File: config.mk
export PLATFORM = sky130hd
export DESIGN_NAME = polled_wait_wakeup
export DESIGN_NICKNAME = d
export VERILOG_FILES = /design/src/pin_sync.v /design/src/nap_timer.v /design/src/polled_wait_wakeup.v
export VERILOG_INCLUDE_DIRS = /design/src /design/src/src
export SDC_FILE = /design/constraint.sdc
export NUM_CORES = 1
export LEC_CHECK = 0
export ABC_AREA = 1
export BUFFER_PORTS_ARGS = -buffer_cell sky130_fd_sc_hd__buf_2
export CAP_MARGIN = 20
export CORE_ASPECT_RATIO = 2
export CORE_MARGIN = 2
export CORE_UTILIZATION = 50
export DETAILED_ROUTE_END_ITERATION = 8
export PLACE_DENSITY_LB_ADDON = 0.15
export SLEW_MARGIN = 15
export SYNTH_ARGS = -nofsm -noshare
export SYNTH_HDL_FRONTEND = slang
export SYNTH_SLANG_ARGS = --single-unit
export TNS_END_PERCENT = 50
File: constraint.sdc
create_clock -name clk_i -period 2.1 [get_ports clk_i]
set_input_delay 0.105 -clock clk_i [delete_from_list [all_inputs] [get_ports clk_i]]
set_output_delay 0.105 -clock clk_i [all_outputs]
set_load 0.05 [all_outputs]
File: src/poll_wait_defs.vh
// Constants of the polled-wait unit: bus offsets, fields, resets and timing.
// Included by every design file except the pin synchroniser; definitions only.
`ifndef POLL_WAIT_DEFS_VH
`define POLL_WAIT_DEFS_VH

// Register byte addresses
`define ADDR_CTRL        8'h00
`define ADDR_PIN_CFG     8'h04
`define ADDR_PIN_LEVEL   8'h08
`define ADDR_CMD         8'h0C
`define ADDR_STATUS      8'h10
`define ADDR_IRQ_STAT    8'h14
`define ADDR_IRQ_MASK    8'h18
`define ADDR_SCRATCH     8'h80
`define SCRATCH_FIRST    8'h80
`define SCRATCH_LAST     8'h9C

// Control register fields
`define CTRL_MODE_LSB    0
`define CTRL_MODE_MSB    2
`define CTRL_SLOT_LSB    4
`define CTRL_SLOT_MSB    6
`define MODE_RESET       3'h0
`define SLOT_RESET       3'h0

// Poll modes
`define MODE_OFF_SAVED   3'h1
`define MODE_ACTIVE      3'h2
`define MODE_RUN_SAVED   3'h3
`define MODE_RUN_ACTIVE  3'h4

// Command register fields
`define CMD_DUR_LSB      0
`define CMD_DUR_MSB      3
`define DUR_NO_NAP       4'h8

// Interrupt bits
`define IRQ_MATCH        0
`define IRQ_SWITCH       1
`define IRQ_IGNORED      2

// Timing
`define CLK_HZ           100000000
`define NAP_BASE_MS      18
`define NAP_BASE_CYC     (`CLK_HZ / 1000 * `NAP_BASE_MS)
`define WAKE_HOLD_MS     18
`define WAKE_HOLD_CYC    (`CLK_HZ / 1000 * `WAKE_HOLD_MS)

`endif

File: src/pin_sync.v
// Three-stage synchroniser with agreement filter for the polled pins.
// Assumes asynchronous pins and one system clock.
`timescale 1ns/1ps
module pin_sync
(
  // Clock and reset
  input  wire        clk_i,
  input  wire        rst_i,
  // Pins
  input  wire [7:0]  pin_i,
  output reg  [7:0]  pin_o
);

  reg [7:0] s1_q;
  reg [7:0] s2_q;
  reg [7:0] s3_q;

  always @(posedge clk_i)
  begin
    if (rst_i)
    begin
      s1_q  <= 8'h00;
      s2_q  <= 8'h00;
      s3_q  <= 8'h00;
      pin_o <= 8'h00;
    end
    else
    begin
      s1_q <= pin_i;
      s2_q <= s1_q;
      s3_q <= s2_q;
      // A change counts only once the last two stages agree
      pin_o <= (s2_q & s3_q) | (pin_o & (s2_q | s3_q));
    end
  end

endmodule

File: src/nap_timer.v
// Free-running base tick for low-power naps, plus a tick counter.
// Assumes the sequencer restarts the count at each nap entry.
`timescale 1ns/1ps
`include "poll_wait_defs.vh"
module nap_timer
#(
  parameter BASE_CYC = `NAP_BASE_CYC
)
(
  // Clock and reset
  input  wire        clk_i,
  input  wire        rst_i,
  // Control
  input  wire        start_i,
  input  wire [2:0]  exp_i,
  output reg         done_o
);

  reg [31:0] base_q;
  reg [7:0]  ticks_q;
  wire       tick;
  wire [7:0] goal;

  // Free-running so the nap length is only tick accurate, like a real wake timer
  assign tick = (base_q == BASE_CYC - 1);
  assign goal = 8'h01 << exp_i;

  always @(posedge clk_i)
  begin
    if (rst_i)
    begin
      base_q  <= 32'h0;
      ticks_q <= 8'h00;
      done_o  <= 1'b0;
    end
    else
    begin
      base_q <= tick ? 32'h0 : base_q + 32'h1;
      done_o <= 1'b0;
      if (start_i)
        ticks_q <= 8'h00;
      else if (tick)
      begin
        if (ticks_q + 8'h01 == goal)
        begin
          ticks_q <= 8'h00;
          done_o  <= 1'b1;
        end
        else
          ticks_q <= ticks_q + 8'h01;
      end
    end
  end

endmodule

File: src/polled_wait_wakeup.v
// Polled-wait unit: halts the sequencer until a polled pin matches.
// Assumes a classic Wishbone master and asynchronous pins.
//
// Design decisions made here: the Wishbone interface to the registers and the register offsets.
`timescale 1ns/1ps
`include "poll_wait_defs.vh"
module polled_wait_wakeup
#(
  parameter NAP_CYC  = `NAP_BASE_CYC,
  parameter HOLD_CYC = `WAKE_HOLD_CYC
)
(
  // Clock and reset
  input  wire        clk_i,
  input  wire        rst_i,
  // Wishbone slave
  input  wire        cyc_i,
  input  wire        stb_i,
  input  wire        we_i,
  input  wire [7:0]  adr_i,
  input  wire [3:0]  sel_i,
  input  wire [31:0] dat_i,
  output reg  [31:0] dat_o,
  output reg         ack_o,
  // Sequencer
  input  wire        instr_done_i,
  output reg         exec_halt_o,
  output reg         resume_o,
  output reg         slot_switch_o,
  output reg  [2:0]  slot_o,
  // Pins
  input  wire [7:0]  pin_i,
  output reg         low_power_o,
  output reg         force_input_o,
  // Interrupt
  output reg         irq_o
);

  localparam ST_IDLE = 3'h0;
  localparam ST_NAP  = 3'h1;
  localparam ST_WAKE = 3'h2;
  localparam ST_RUN  = 3'h3;

  ////////////////////////////////////////////////////////////////////////////
  // Registers and state

  reg  [2:0]  mode_q;
  reg  [2:0]  slot_q;
  reg  [7:0]  cfg_q;
  reg  [7:0]  level_q;
  reg  [3:0]  dur_q;
  reg  [2:0]  st_q;
  reg  [31:0] hold_q;
  reg  [2:0]  irq_stat_q;
  reg  [2:0]  irq_mask_q;
  reg  [7:0]  scratch_q [0:7];
  reg         nap_start_q;
  wire [7:0]  pins;
  wire        nap_done;
  wire [7:0]  hits;
  wire        match;
  wire        wr;
  wire        rd;
  wire        cmd_wr;
  wire        accept;
  wire        run_armed;
  wire        fire;
  wire        poll_now;
  reg  [2:0]  ev;
  integer     i;

  // Modes that let the wait start
  function mode_waits;
    input [2:0] m;
    begin
      mode_waits = (m == `MODE_ACTIVE) || (m == `MODE_RUN_ACTIVE);
    end
  endfunction

  // Modes that arm a polled-run switch
  function mode_runs;
    input [2:0] m;
    begin
      mode_runs = (m == `MODE_RUN_SAVED) || (m == `MODE_RUN_ACTIVE);
    end
  endfunction

  // Scratch word for a bus address, or 4'h8 outside the window
  function [3:0] scratch_word;
    input [7:0] a;
    begin
      if (a >= `SCRATCH_FIRST && a <= `SCRATCH_LAST && a[1:0] == 2'b00)
        scratch_word = {1'b0, a[4:2]};
      else
        scratch_word = 4'h8;
    end
  endfunction

  ////////////////////////////////////////////////////////////////////////////
  // Submodules

  pin_sync u_sync
  (
    .clk_i (clk_i),
    .rst_i (rst_i),
    .pin_i (pin_i),
    .pin_o (pins)
  );

  nap_timer #(.BASE_CYC(NAP_CYC)) u_nap
  (
    .clk_i   (clk_i),
    .rst_i   (rst_i),
    .start_i (nap_start_q),
    .exp_i   (dur_q[2:0]),
    .done_o  (nap_done)
  );

  ////////////////////////////////////////////////////////////////////////////
  // Match logic

  assign hits      = cfg_q & ~(pins ^ level_q);
  assign match     = |hits;
  assign wr        = cyc_i & stb_i & we_i & ~ack_o;
  assign rd        = cyc_i & stb_i & ~we_i & ~ack_o;
  assign cmd_wr    = wr & (adr_i == `ADDR_CMD) & sel_i[0];
  // Codes above 8 are refused like a wait in the wrong mode
  assign accept    = mode_waits(mode_q) && (cfg_q != 8'h00) && (dat_i[3:0] <= `DUR_NO_NAP);
  assign run_armed = mode_runs(mode_q);
  // Poll between instructions, at each nap end, or every cycle in the no-nap wait
  assign poll_now  = (st_q == ST_IDLE && instr_done_i)
                   || (st_q == ST_NAP && nap_done)
                   || (st_q == ST_RUN);
  assign fire      = poll_now & match & run_armed;

  ////////////////////////////////////////////////////////////////////////////
  // Wait sequencer

  always @(posedge clk_i)
  begin
    if (rst_i)
    begin
      st_q          <= ST_IDLE;
      dur_q         <= 4'h0;
      hold_q        <= 32'h0;
      nap_start_q   <= 1'b0;
      exec_halt_o   <= 1'b0;
      resume_o      <= 1'b0;
      slot_switch_o <= 1'b0;
      low_power_o   <= 1'b0;
      force_input_o <= 1'b0;
    end
    else
    begin
      nap_start_q   <= 1'b0;
      resume_o      <= 1'b0;
      slot_switch_o <= fire;
      case (st_q)
        ST_IDLE:
        begin
          if (cmd_wr && accept)
          begin
            dur_q       <= dat_i[3:0];
            exec_halt_o <= 1'b1;
            if (dat_i[3:0] == `DUR_NO_NAP)
              st_q <= ST_RUN;
            else
            begin
              st_q        <= ST_NAP;
              nap_start_q <= 1'b1;
              low_power_o <= 1'b1;
            end
          end
          else if (cmd_wr)
            resume_o <= 1'b1;
        end
        ST_NAP:
        begin
          // Back to low power one cycle after the wake sample, so each repeat shows a wake
          if (nap_start_q)
            low_power_o <= 1'b1;
          if (nap_done)
          begin
            low_power_o   <= 1'b0;
            force_input_o <= 1'b1;
            hold_q        <= 32'h0;
            if (match)
            begin
              st_q <= ST_WAKE;
            end
            else
            begin
              st_q        <= ST_NAP;
              nap_start_q <= 1'b1;
            end
          end
        end
        ST_WAKE:
        begin
          // Pins float as inputs for the whole wake reset
          if (hold_q == HOLD_CYC - 1)
          begin
            force_input_o <= 1'b0;
            exec_halt_o   <= 1'b0;
            resume_o      <= 1'b1;
            st_q          <= ST_IDLE;
          end
          else
            hold_q <= hold_q + 32'h1;
        end
        ST_RUN:
        begin
          // Pins come through the synchroniser, so response trails the pin by a few cycles
          if (match)
          begin
            exec_halt_o <= 1'b0;
            resume_o    <= 1'b1;
            st_q        <= ST_IDLE;
          end
        end
        default:
          st_q <= ST_IDLE;
      endcase
    end
  end

  ////////////////////////////////////////////////////////////////////////////
  // Events

  always @*
  begin
    ev = 3'h0;
    ev[`IRQ_MATCH]   = poll_now & match;
    ev[`IRQ_SWITCH]  = fire;
    ev[`IRQ_IGNORED] = cmd_wr & ~accept & (st_q == ST_IDLE);
  end

  ////////////////////////////////////////////////////////////////////////////
  // Control, status and scratchpad

  always @(posedge clk_i)
  begin
    if (rst_i)
    begin
      mode_q     <= `MODE_RESET;
      slot_q     <= `SLOT_RESET;
      cfg_q      <= 8'h00;
      level_q    <= 8'h00;
      irq_stat_q <= 3'h0;
      irq_mask_q <= 3'h0;
      irq_o      <= 1'b0;
      slot_o     <= 3'h0;
      for (i = 0; i < 8; i = i + 1)
        scratch_q[i] <= 8'h00;
    end
    else
    begin
      // Level interrupt trails the status bits by one cycle
      irq_o  <= |(irq_stat_q & irq_mask_q);
      slot_o <= slot_q;
      if (wr && sel_i[0])
      begin
        case (adr_i)
          `ADDR_CTRL:
          begin
            mode_q <= dat_i[`CTRL_MODE_MSB:`CTRL_MODE_LSB];
            slot_q <= dat_i[`CTRL_SLOT_MSB:`CTRL_SLOT_LSB];
          end
          `ADDR_PIN_CFG:   cfg_q      <= dat_i[7:0];
          `ADDR_PIN_LEVEL: level_q    <= dat_i[7:0];
          `ADDR_IRQ_MASK:  irq_mask_q <= dat_i[2:0];
          default:         mode_q     <= mode_q;
        endcase
      end
      if (fire)
      begin
        if (mode_q == `MODE_RUN_SAVED)
          mode_q <= `MODE_OFF_SAVED;
        else
          mode_q <= `MODE_ACTIVE;
      end
      // Latched per-pin hits; software clears them by writing ones
      for (i = 0; i < 8; i = i + 1)
      begin
        if (poll_now && hits[i])
          scratch_q[i] <= 8'h01;
        else if (wr && sel_i[0] && scratch_word(adr_i) == i[3:0] && dat_i[0])
          scratch_q[i] <= 8'h00;
      end
      // Set wins over the clear by read
      if (rd && adr_i == `ADDR_IRQ_STAT)
        irq_stat_q <= ev;
      else
        irq_stat_q <= irq_stat_q | ev;
    end
  end

  ////////////////////////////////////////////////////////////////////////////
  // Bus response

  // Read data is registered with the acknowledge and is zero otherwise
  always @(posedge clk_i)
  begin
    if (rst_i)
    begin
      ack_o <= 1'b0;
      dat_o <= 32'h0;
    end
    else
    begin
      ack_o <= (wr | rd);
      dat_o <= 32'h0;
      if (rd)
      begin
        case (adr_i)
          `ADDR_CTRL:      dat_o <= {25'h0, slot_q, 1'b0, mode_q};
          `ADDR_PIN_CFG:   dat_o <= {24'h0, cfg_q};
          `ADDR_PIN_LEVEL: dat_o <= {24'h0, level_q};
          `ADDR_CMD:       dat_o <= {28'h0, dur_q};
          `ADDR_STATUS:    dat_o <= {21'h0, pins, st_q};
          `ADDR_IRQ_STAT:  dat_o <= {29'h0, irq_stat_q};
          `ADDR_IRQ_MASK:  dat_o <= {29'h0, irq_mask_q};
          default:
          begin
            if (scratch_word(adr_i) != 4'h8)
              dat_o <= {24'h0, scratch_q[adr_i[4:2]]};
          end
        endcase
      end
    end
  end

endmodule

==> results of run 1 <==
==> final cells by class <==
type / instances / area share
multi-input cells: 979 / 0.448
flip-flops and latches: 169 / 0.340
inverters: 187 / 0.0689
repair buffers: 86 / 0.0567
clock buffers: 17 / 0.0417
well taps: 213 / 0.0261
clock inverters: 14 / 0.0187
==> logic make-up after synthesis <==
logic type,after synthesis
XOR/XNOR,26
buffers and inverters,235
flip-flops,169
adder cells (fa/ha/maj),7
other,1
AND/OR/NAND/NOR,753
AO/OA/AOI/OAI,172
==> per-stage QoR <==
step	utilization	power (mW)	hold WS, ns	cell area, um^2
floorplan	-	4.25	0.193	9010
global placement	0.534	4.50	0.304	9400
detailed placement	0.534	4.52	0.312	9400
CTS	0.577	7.83	0.0341	10200
global route	0.579	8.08	0.0691	10200
finish	0.579	7.77	0.0442	10200
==> routing by layer <==
metal	routed length (um)	GRT usage
met5	0	0
met4	555	0.0948
met2	10600	0.401
met3	996	0.0335
met1	9960	0.301
==> flip-flops by register name (all words and copies together), names as in the netlist, 3 cells and up <==
| name | count |
|---|---|
| dur_q | 4 |
| u_sync.s3_q | 8 |
| cfg_q | 8 |
| irq_mask_q | 3 |
| irq_stat_q | 3 |
| dat_o | 11 |
| u_sync.pin_o | 8 |
| scratch_q | 8 |
| u_sync.s1_q | 8 |
| slot_o | 3 |
| slot_q | 3 |
| level_q | 8 |
| u_sync.s2_q | 8 |
| u_nap.base_q | 32 |
| mode_q | 3 |
| u_nap.ticks_q | 8 |
| hold_q | 32 |
==> Yosys cell counts (all sizes together) (2+ instances only) <==
library cell and instances:
a211oi 3, a21oi 96, a31oi 2, a41oi 3, buf 32, clkbuf 16, dfxtp 161, edfxtp 8
ha 7, inv 186, nand2 350, nand3 93, nand3b 6, nand4 36, nor2 235, nor3 21
nor3b 4, o211ai 5, o21ai 48, o21bai 3, o221ai 4, o22ai 4, or2 6, xnor2 10
xor2 16
==> timing repair <==
item / 4_1_cts / 5_1_grt
pin swaps: 0 / 1
hold endpoints to repair: 14 / 0
buffers inserted: 0 / 3
setup endpoints to repair: 7 / 21
cloned: 0 / 0
resized for setup: 1 / 3
hold buffers: 14 / 0
==> critical path, cell delays in order, from the launching register on <==
cell and delay [ns]:
dfxtp_1 0.35, ha_1 0.17, nand2_1 0.08, nor2_2 0.16, nand2_1 0.16, nor2_2 0.20, nand2_2 0.13, nor2_2 0.17
nand3_1 0.15, o21ai_0 0.18, a21oi_1 0.08
==> power by group <==
group          internal [mW]  switching (mW)  leakage [nW]
clock                   1.90            1.40         0.301
sequential              3.29          0.0425          1.38
combinational          0.311           0.820          2.48
==> final timing paths <==
kind	cells after the start	endpoint	slack (ns)
max	10	u_nap.base_q[28]	0.17
min reg2reg	2	u_sync.s2_q[5]	0.40
max reg2reg	10	u_nap.base_q[28]	0.17
min	5	mode_q[1]	0.04
==> impl_metrics.py, run 1 <==
metrics = {
    "run_status": {
        "status": "finished clean",
    },
    "clocking": {
        "cts_root_buf": "clkbuf_16",
        "cts_tree": "done",
        "clock_path_buffers": 2,
        "clk_latency_ns": 0.43,
        "cts_max_level": 4,
        "cts.sinks": 169,
        "numCtsBuffers": 17,
        "clkTransAtPathRegs_ns": 0.07,
    },
    "yosys": {
        "synth-simple-area-share": 0.360,
        "synth_mux_area_frac": 0,
        "synthAdderAreaFrac": 0.00980,
        "synth_top_cell_area_share": 0.361,
        "synth_edf_count": 8,
        "yosysTopAreaCell": "dfxtp_1",
        "synth_area_leaders": "dfxtp_1 36%, nand2_1 14%, nor2_1 9.5%",
        "synth.yosys.warnings": 0,
        "syn_area_per_cell_um2": 6.56,
        "synth-main-ff-cell": "dfxtp_1",
        "synth_xor_area_frac": 0.0255,
        "ys_seq_area_frac": 0.388,
        "ys_ff_latch": 169,
        "synth_top_family_by_area": "simple AND/OR/NAND/NOR gates",
        "ys_types": 45,
        "async_flop_share": 0,
        "synth_compound_area_frac": 0.105,
        "synthesis.area_mm2": 0.00893,
        "syn_inst": 1363,
    },
    "final_layout": {
        "stdcell_count": 1665,
        "final_cell_mix": "345 x nand2_1, 224 x nor2_1, 181 x inv_1, 161 x dfxtp_1, 96 x a21oi_1",
        "nFillCells": 1733,
        "multi_input_area_mm2": 0.00457,
        "mostFrequentLayoutCell": "nand2_1",
        "syn_to_final_growth_pct": 14.1,
        "n_antenna_cell": 0,
        "register_area_mm2": 0.00346,
        "drive_gt1_frac": 0.0937,
        "nNetsFinal": 1505,
    },
    "placement": {
        "dpl_worst_slack_ns": -0.0256,
        "port_buffers": 51,
        "post-dp-hpwl_um": 16100,
        "dp_cells": 1617,
        "place.gp.congestion": 0.955,
    },
    "timing": {
        "fin_crit_sh": 0.921,
        "finalSetupTns_ns": 0,
        "finClkSkew_ns": 0.00762,
        "hold_violations": 0,
        "setup_viol": 0,
        "period_minus_slack_ns": 1.93,
        "fin_ws_ns": 0.166,
        "rsz0062_at_grt": "no",
        "max_clock_freq_mhz": 517,
        "drv_slew": 0,
    },
    "floorplanning": {
        "coreArea_mm2": 0.0176,
        "design.die.area_mm2": 0.0190,
        "fp.dieH_um": 193,
        "initial_core_util": 0.507,
        "ios": 100,
        "num_rows": 69,
        "die_w_um": 98.5,
    },
    "drt": {
        "vias_per_cell": 5.22,
        "firstDrtPassIters": 5,
        "drt_wl_total_um": 22100,
        "drc": 0,
        "wire_per_inst_um": 13.3,
        "drt_iter0_drc": 550,
        "ant_nets": 0,
        "vias": 8693,
    },
    "global_route": {
        "grt_pass1_vias": 8051,
        "antenna_found_initial": 0,
        "gr-total-overflow": 0,
        "grt_max_degree": 45,
        "grt_pass1_wl_um": 37100,
        "grt_usage": 0.236,
    },
    "setup_path": {
        "startpoint_type": "register",
        "end_kind": "register",
        "critPathLaunch": "u_nap.base_q[0]",
        "arrival_ns": 2.25,
        "r2r-start": "u_nap.base_q[0]",
        "path_class": "register to register",
        "required_ns": 2.42,
        "crit_fanout": 4,
    },
    "power": {
        "peakVddDrop_mv": 0.553,
        "leakage_nw": 4.16,
        "powerDensity_mw_per_mm2": 762,
    },
    "worst_hold_path": {
        "hp-start": "dat_i[1]",
        "holdCritPathClass": "input pin to register",
    },
    "flow_run": {
        "drv_cap": 0,
    },
}
(Power assumes the default switching activity.)
==> run 2, diff against run 1 <==
--- a/config.mk
+++ b/config.mk
@@ -10,7 +10,6 @@
 export BUFFER_PORTS_ARGS = -buffer_cell sky130_fd_sc_hd__buf_2
 export CAP_MARGIN = 20
 export CORE_ASPECT_RATIO = 2
-export CORE_MARGIN = 2
 export CORE_UTILIZATION = 50
 export DETAILED_ROUTE_END_ITERATION = 8
 export PLACE_DENSITY_LB_ADDON = 0.15
==> run 2 against run 1 <==
Final area grew 0.67%. Global-route usage grew 4.3 points. Clock-buffer cell count grew 1. Clock power is essentially flat. Final cell count grew 0.36%. Sequential power is essentially flat. Combinational power is essentially flat. Register-to-register slack is essentially flat. Total power grew 0.19%. Hold slack lost 0.033 ns. Largest cell class unchanged. Largest power group unchanged. Highest routed layer unchanged.
==> impl_metrics.py, run 2 (synthesis gave the netlist of run 1 again) <==
metrics = {
    "run_status": {
        "status": "finished clean",
    },
    "setup_path": {
        "r2r_cells": 11,
        "r2r-end": "u_nap.base_q[30]",
        "r2r-start": "u_nap.base_q[0]",
        "startpoint_type": "register",
        "required_ns": 2.42,
        "arrival_ns": 2.24,
        "path_class": "register to register",
        "crit_fanout": 4,
        "end_kind": "register",
        "ff2ff_setup_slack_ns": 0.18,
    },
    "worst_hold_path": {
        "hp-start": "dat_i[4]",
        "hold-path-cell-count": 3,
        "holdCritPathClass": "input pin to register",
        "hold_end": "slot_q[0]",
    },
    "clocking": {
        "clock_path_buffers": 2,
        "cts.sinks": 169,
        "clk_latency_ns": 0.43,
        "cts_tree": "done",
        "clkTransAtPathRegs_ns": 0.07,
        "numCtsBuffers": 17,
        "cts_max_level": 4,
        "cts_root_buf": "clkbuf_16",
    },
    "global_route": {
        "grt_pass1_vias": 8688,
        "gr-total-overflow": 0,
        "antenna_found_initial": 0,
        "grt_max_degree": 73,
        "grt_pass1_wl_um": 39600,
        "grt_usage": 0.280,
    },
    "power": {
        "power.switching_mw": 2.35,
        "swShare": 0.302,
        "pwr-share-comb": 0.147,
        "p_clk_frac": 0.424,
        "total_power_mw": 7.79,
        "p_int_mw": 5.44,
        "power_frac_seq": 0.429,
        "powerDensity_mw_per_mm2": 759,
        "leakage_nw": 4.21,
        "peakVddDrop_mv": 0.510,
    },
    "timing": {
        "finalSetupTns_ns": 0,
        "period_minus_slack_ns": 1.92,
        "relSlewSlack": 0.476,
        "hold_violations": 0,
        "rsz0062_at_grt": "yes",
        "max_clock_freq_mhz": 521,
        "finClkSkew_ns": 0.00605,
        "worst_slew_pin_slew_ns": 0.786,
        "fin_crit_sh": 0.914,
        "holdWs_ns": 0.0111,
        "setup_viol": 0,
        "fin_ws_ns": 0.180,
        "drv_slew": 0,
    },
    "final_layout": {
        "drive_gt1_frac": 0.102,
        "n_antenna_cell": 0,
        "reg_top3": "hold_q (32), u_nap.base_q (32), dat_o (11)",
        "syn_to_final_growth_pct": 14.9,
        "stdcell_count": 1671,
        "nNetsFinal": 1513,
        "final_cell_mix": "345 x nand2_1, 223 x nor2_1, 181 x inv_1, 160 x dfxtp_1, 96 x a21oi_1",
        "mostFrequentLayoutCell": "nand2_1",
    },
    "drt": {
        "vias": 8800,
        "drt_wl_total_um": 24200,
        "drc": 0,
        "wire_per_inst_um": 14.5,
        "drt_iter0_drc": 362,
        "firstDrtPassIters": 5,
        "vias_per_cell": 5.27,
        "ant_nets": 0,
    },
    "floorplanning": {
        "design.die.area_mm2": 0.0184,
        "num_rows": 68,
        "initial_core_util": 0.515,
        "coreArea_mm2": 0.0174,
        "ios": 100,
        "fp.dieH_um": 191,
        "die_w_um": 96.5,
    },
    "placement": {
        "place.gp.congestion": 0.975,
        "dp_cells": 1626,
        "dpl_worst_slack_ns": 0.133,
        "port_buffers": 51,
        "post-dp-hpwl_um": 18200,
    },
    "flow_run": {
        "drv_cap": 0,
    },
}
==> run 2: cell types whose count changed in the layout (fill, tap and decap cells not counted), sizes merged <==
cell | previous run | this run
buf | 72 | 81
bufinv | 3 | 2
clkbuf | 17 | 18
clkinv | 6 | 3
clkinvlp | 1 | 0
dlygate4sd3 | 14 | 13
inv | 191 | 196
==> run 2: stage by stage <==
stage,cell area (um^2),util
6_report,10300,0.591
5_1_grt,10300,0.591
4_1_cts,10200,0.589
3_5_place_dp,9480,0.546
2_1_floorplan,9010,-
3_3_place_gp,9480,0.546
==> run 2: power groups by stage <==
stage | clock (mW) | combinational [mW] | sequential [mW]
3_5_place_dp | 0 | 1.10 | 3.41
6_report | 3.30 | 1.14 | 3.34
2_1_floorplan | 0 | 0.786 | 3.47
3_3_place_gp | 0 | 1.10 | 3.41
5_1_grt | 3.48 | 1.25 | 3.35
4_1_cts | 3.36 | 1.12 | 3.34
==> run 2: layer usage <==
metal	wire (um)	vias up	global-route usage	share of wire
met2	13100	234	0.524	0.54
met3	826	91	0.0461	0.034
met4	1350	0	0.175	0.056
li1	-	4469	-	-
met1	8900	4006	0.270	0.37
met5	0	-	0	0
==> run 2: area by class of cell <==
| cell class | count | area (um^2) |
|---|---|---|
| clock buffer | 18 | 439 |
| clock inverter | 14 | 174 |
| fill | 1769 | 7090 |
| inverter | 187 | 704 |
| multi-input combinational | 979 | 4580 |
| sequential | 169 | 3460 |
| tap | 210 | 263 |
| timing repair buffer | 94 | 639 |
==> run 2: how the worst max path moves through the flow <==
| stage | cells past startpoint | from | end | slack (ns) |
|---|---|---|---|---|
| final | 11 | u_nap.base_q[0] | u_nap.base_q[30] | 0.18 |
| after global routing | 12 | u_nap.base_q[0] | u_nap.base_q[30] | -0.02 |
| after CTS | 9 | u_nap.base_q[0] | u_nap.ticks_q[5] | 0.11 |
| after detailed placement | 9 | u_nap.base_q[0] | u_nap.ticks_q[2] | 0.13 |
| after global placement | 11 | st_q[1] | hold_q[7] | 0.15 |
| after floorplan | 11 | st_q[1] | hold_q[17] | 0.37 |
==> run 2: worst max-delay path: stages, from the launching register on <==
cell and delay, ns:
dfxtp_1 0.36, ha_2 0.21, nand2_1 0.08, nor2_2 0.11
buf_4 0.13, nand2_1 0.12, nor2_4 0.14, nand2_2 0.11
inv_1 0.09, nand3b_1 0.17, o21ai_0 0.21, a21oi_1 0.08
==> run 2: timing repair <==
item	in CTS	in global routing
hold endpoints to repair	15	0
hold buffers	13	0
setup endpoints to repair	0	35
setup buffers	0	0
gates resized for setup	0	11
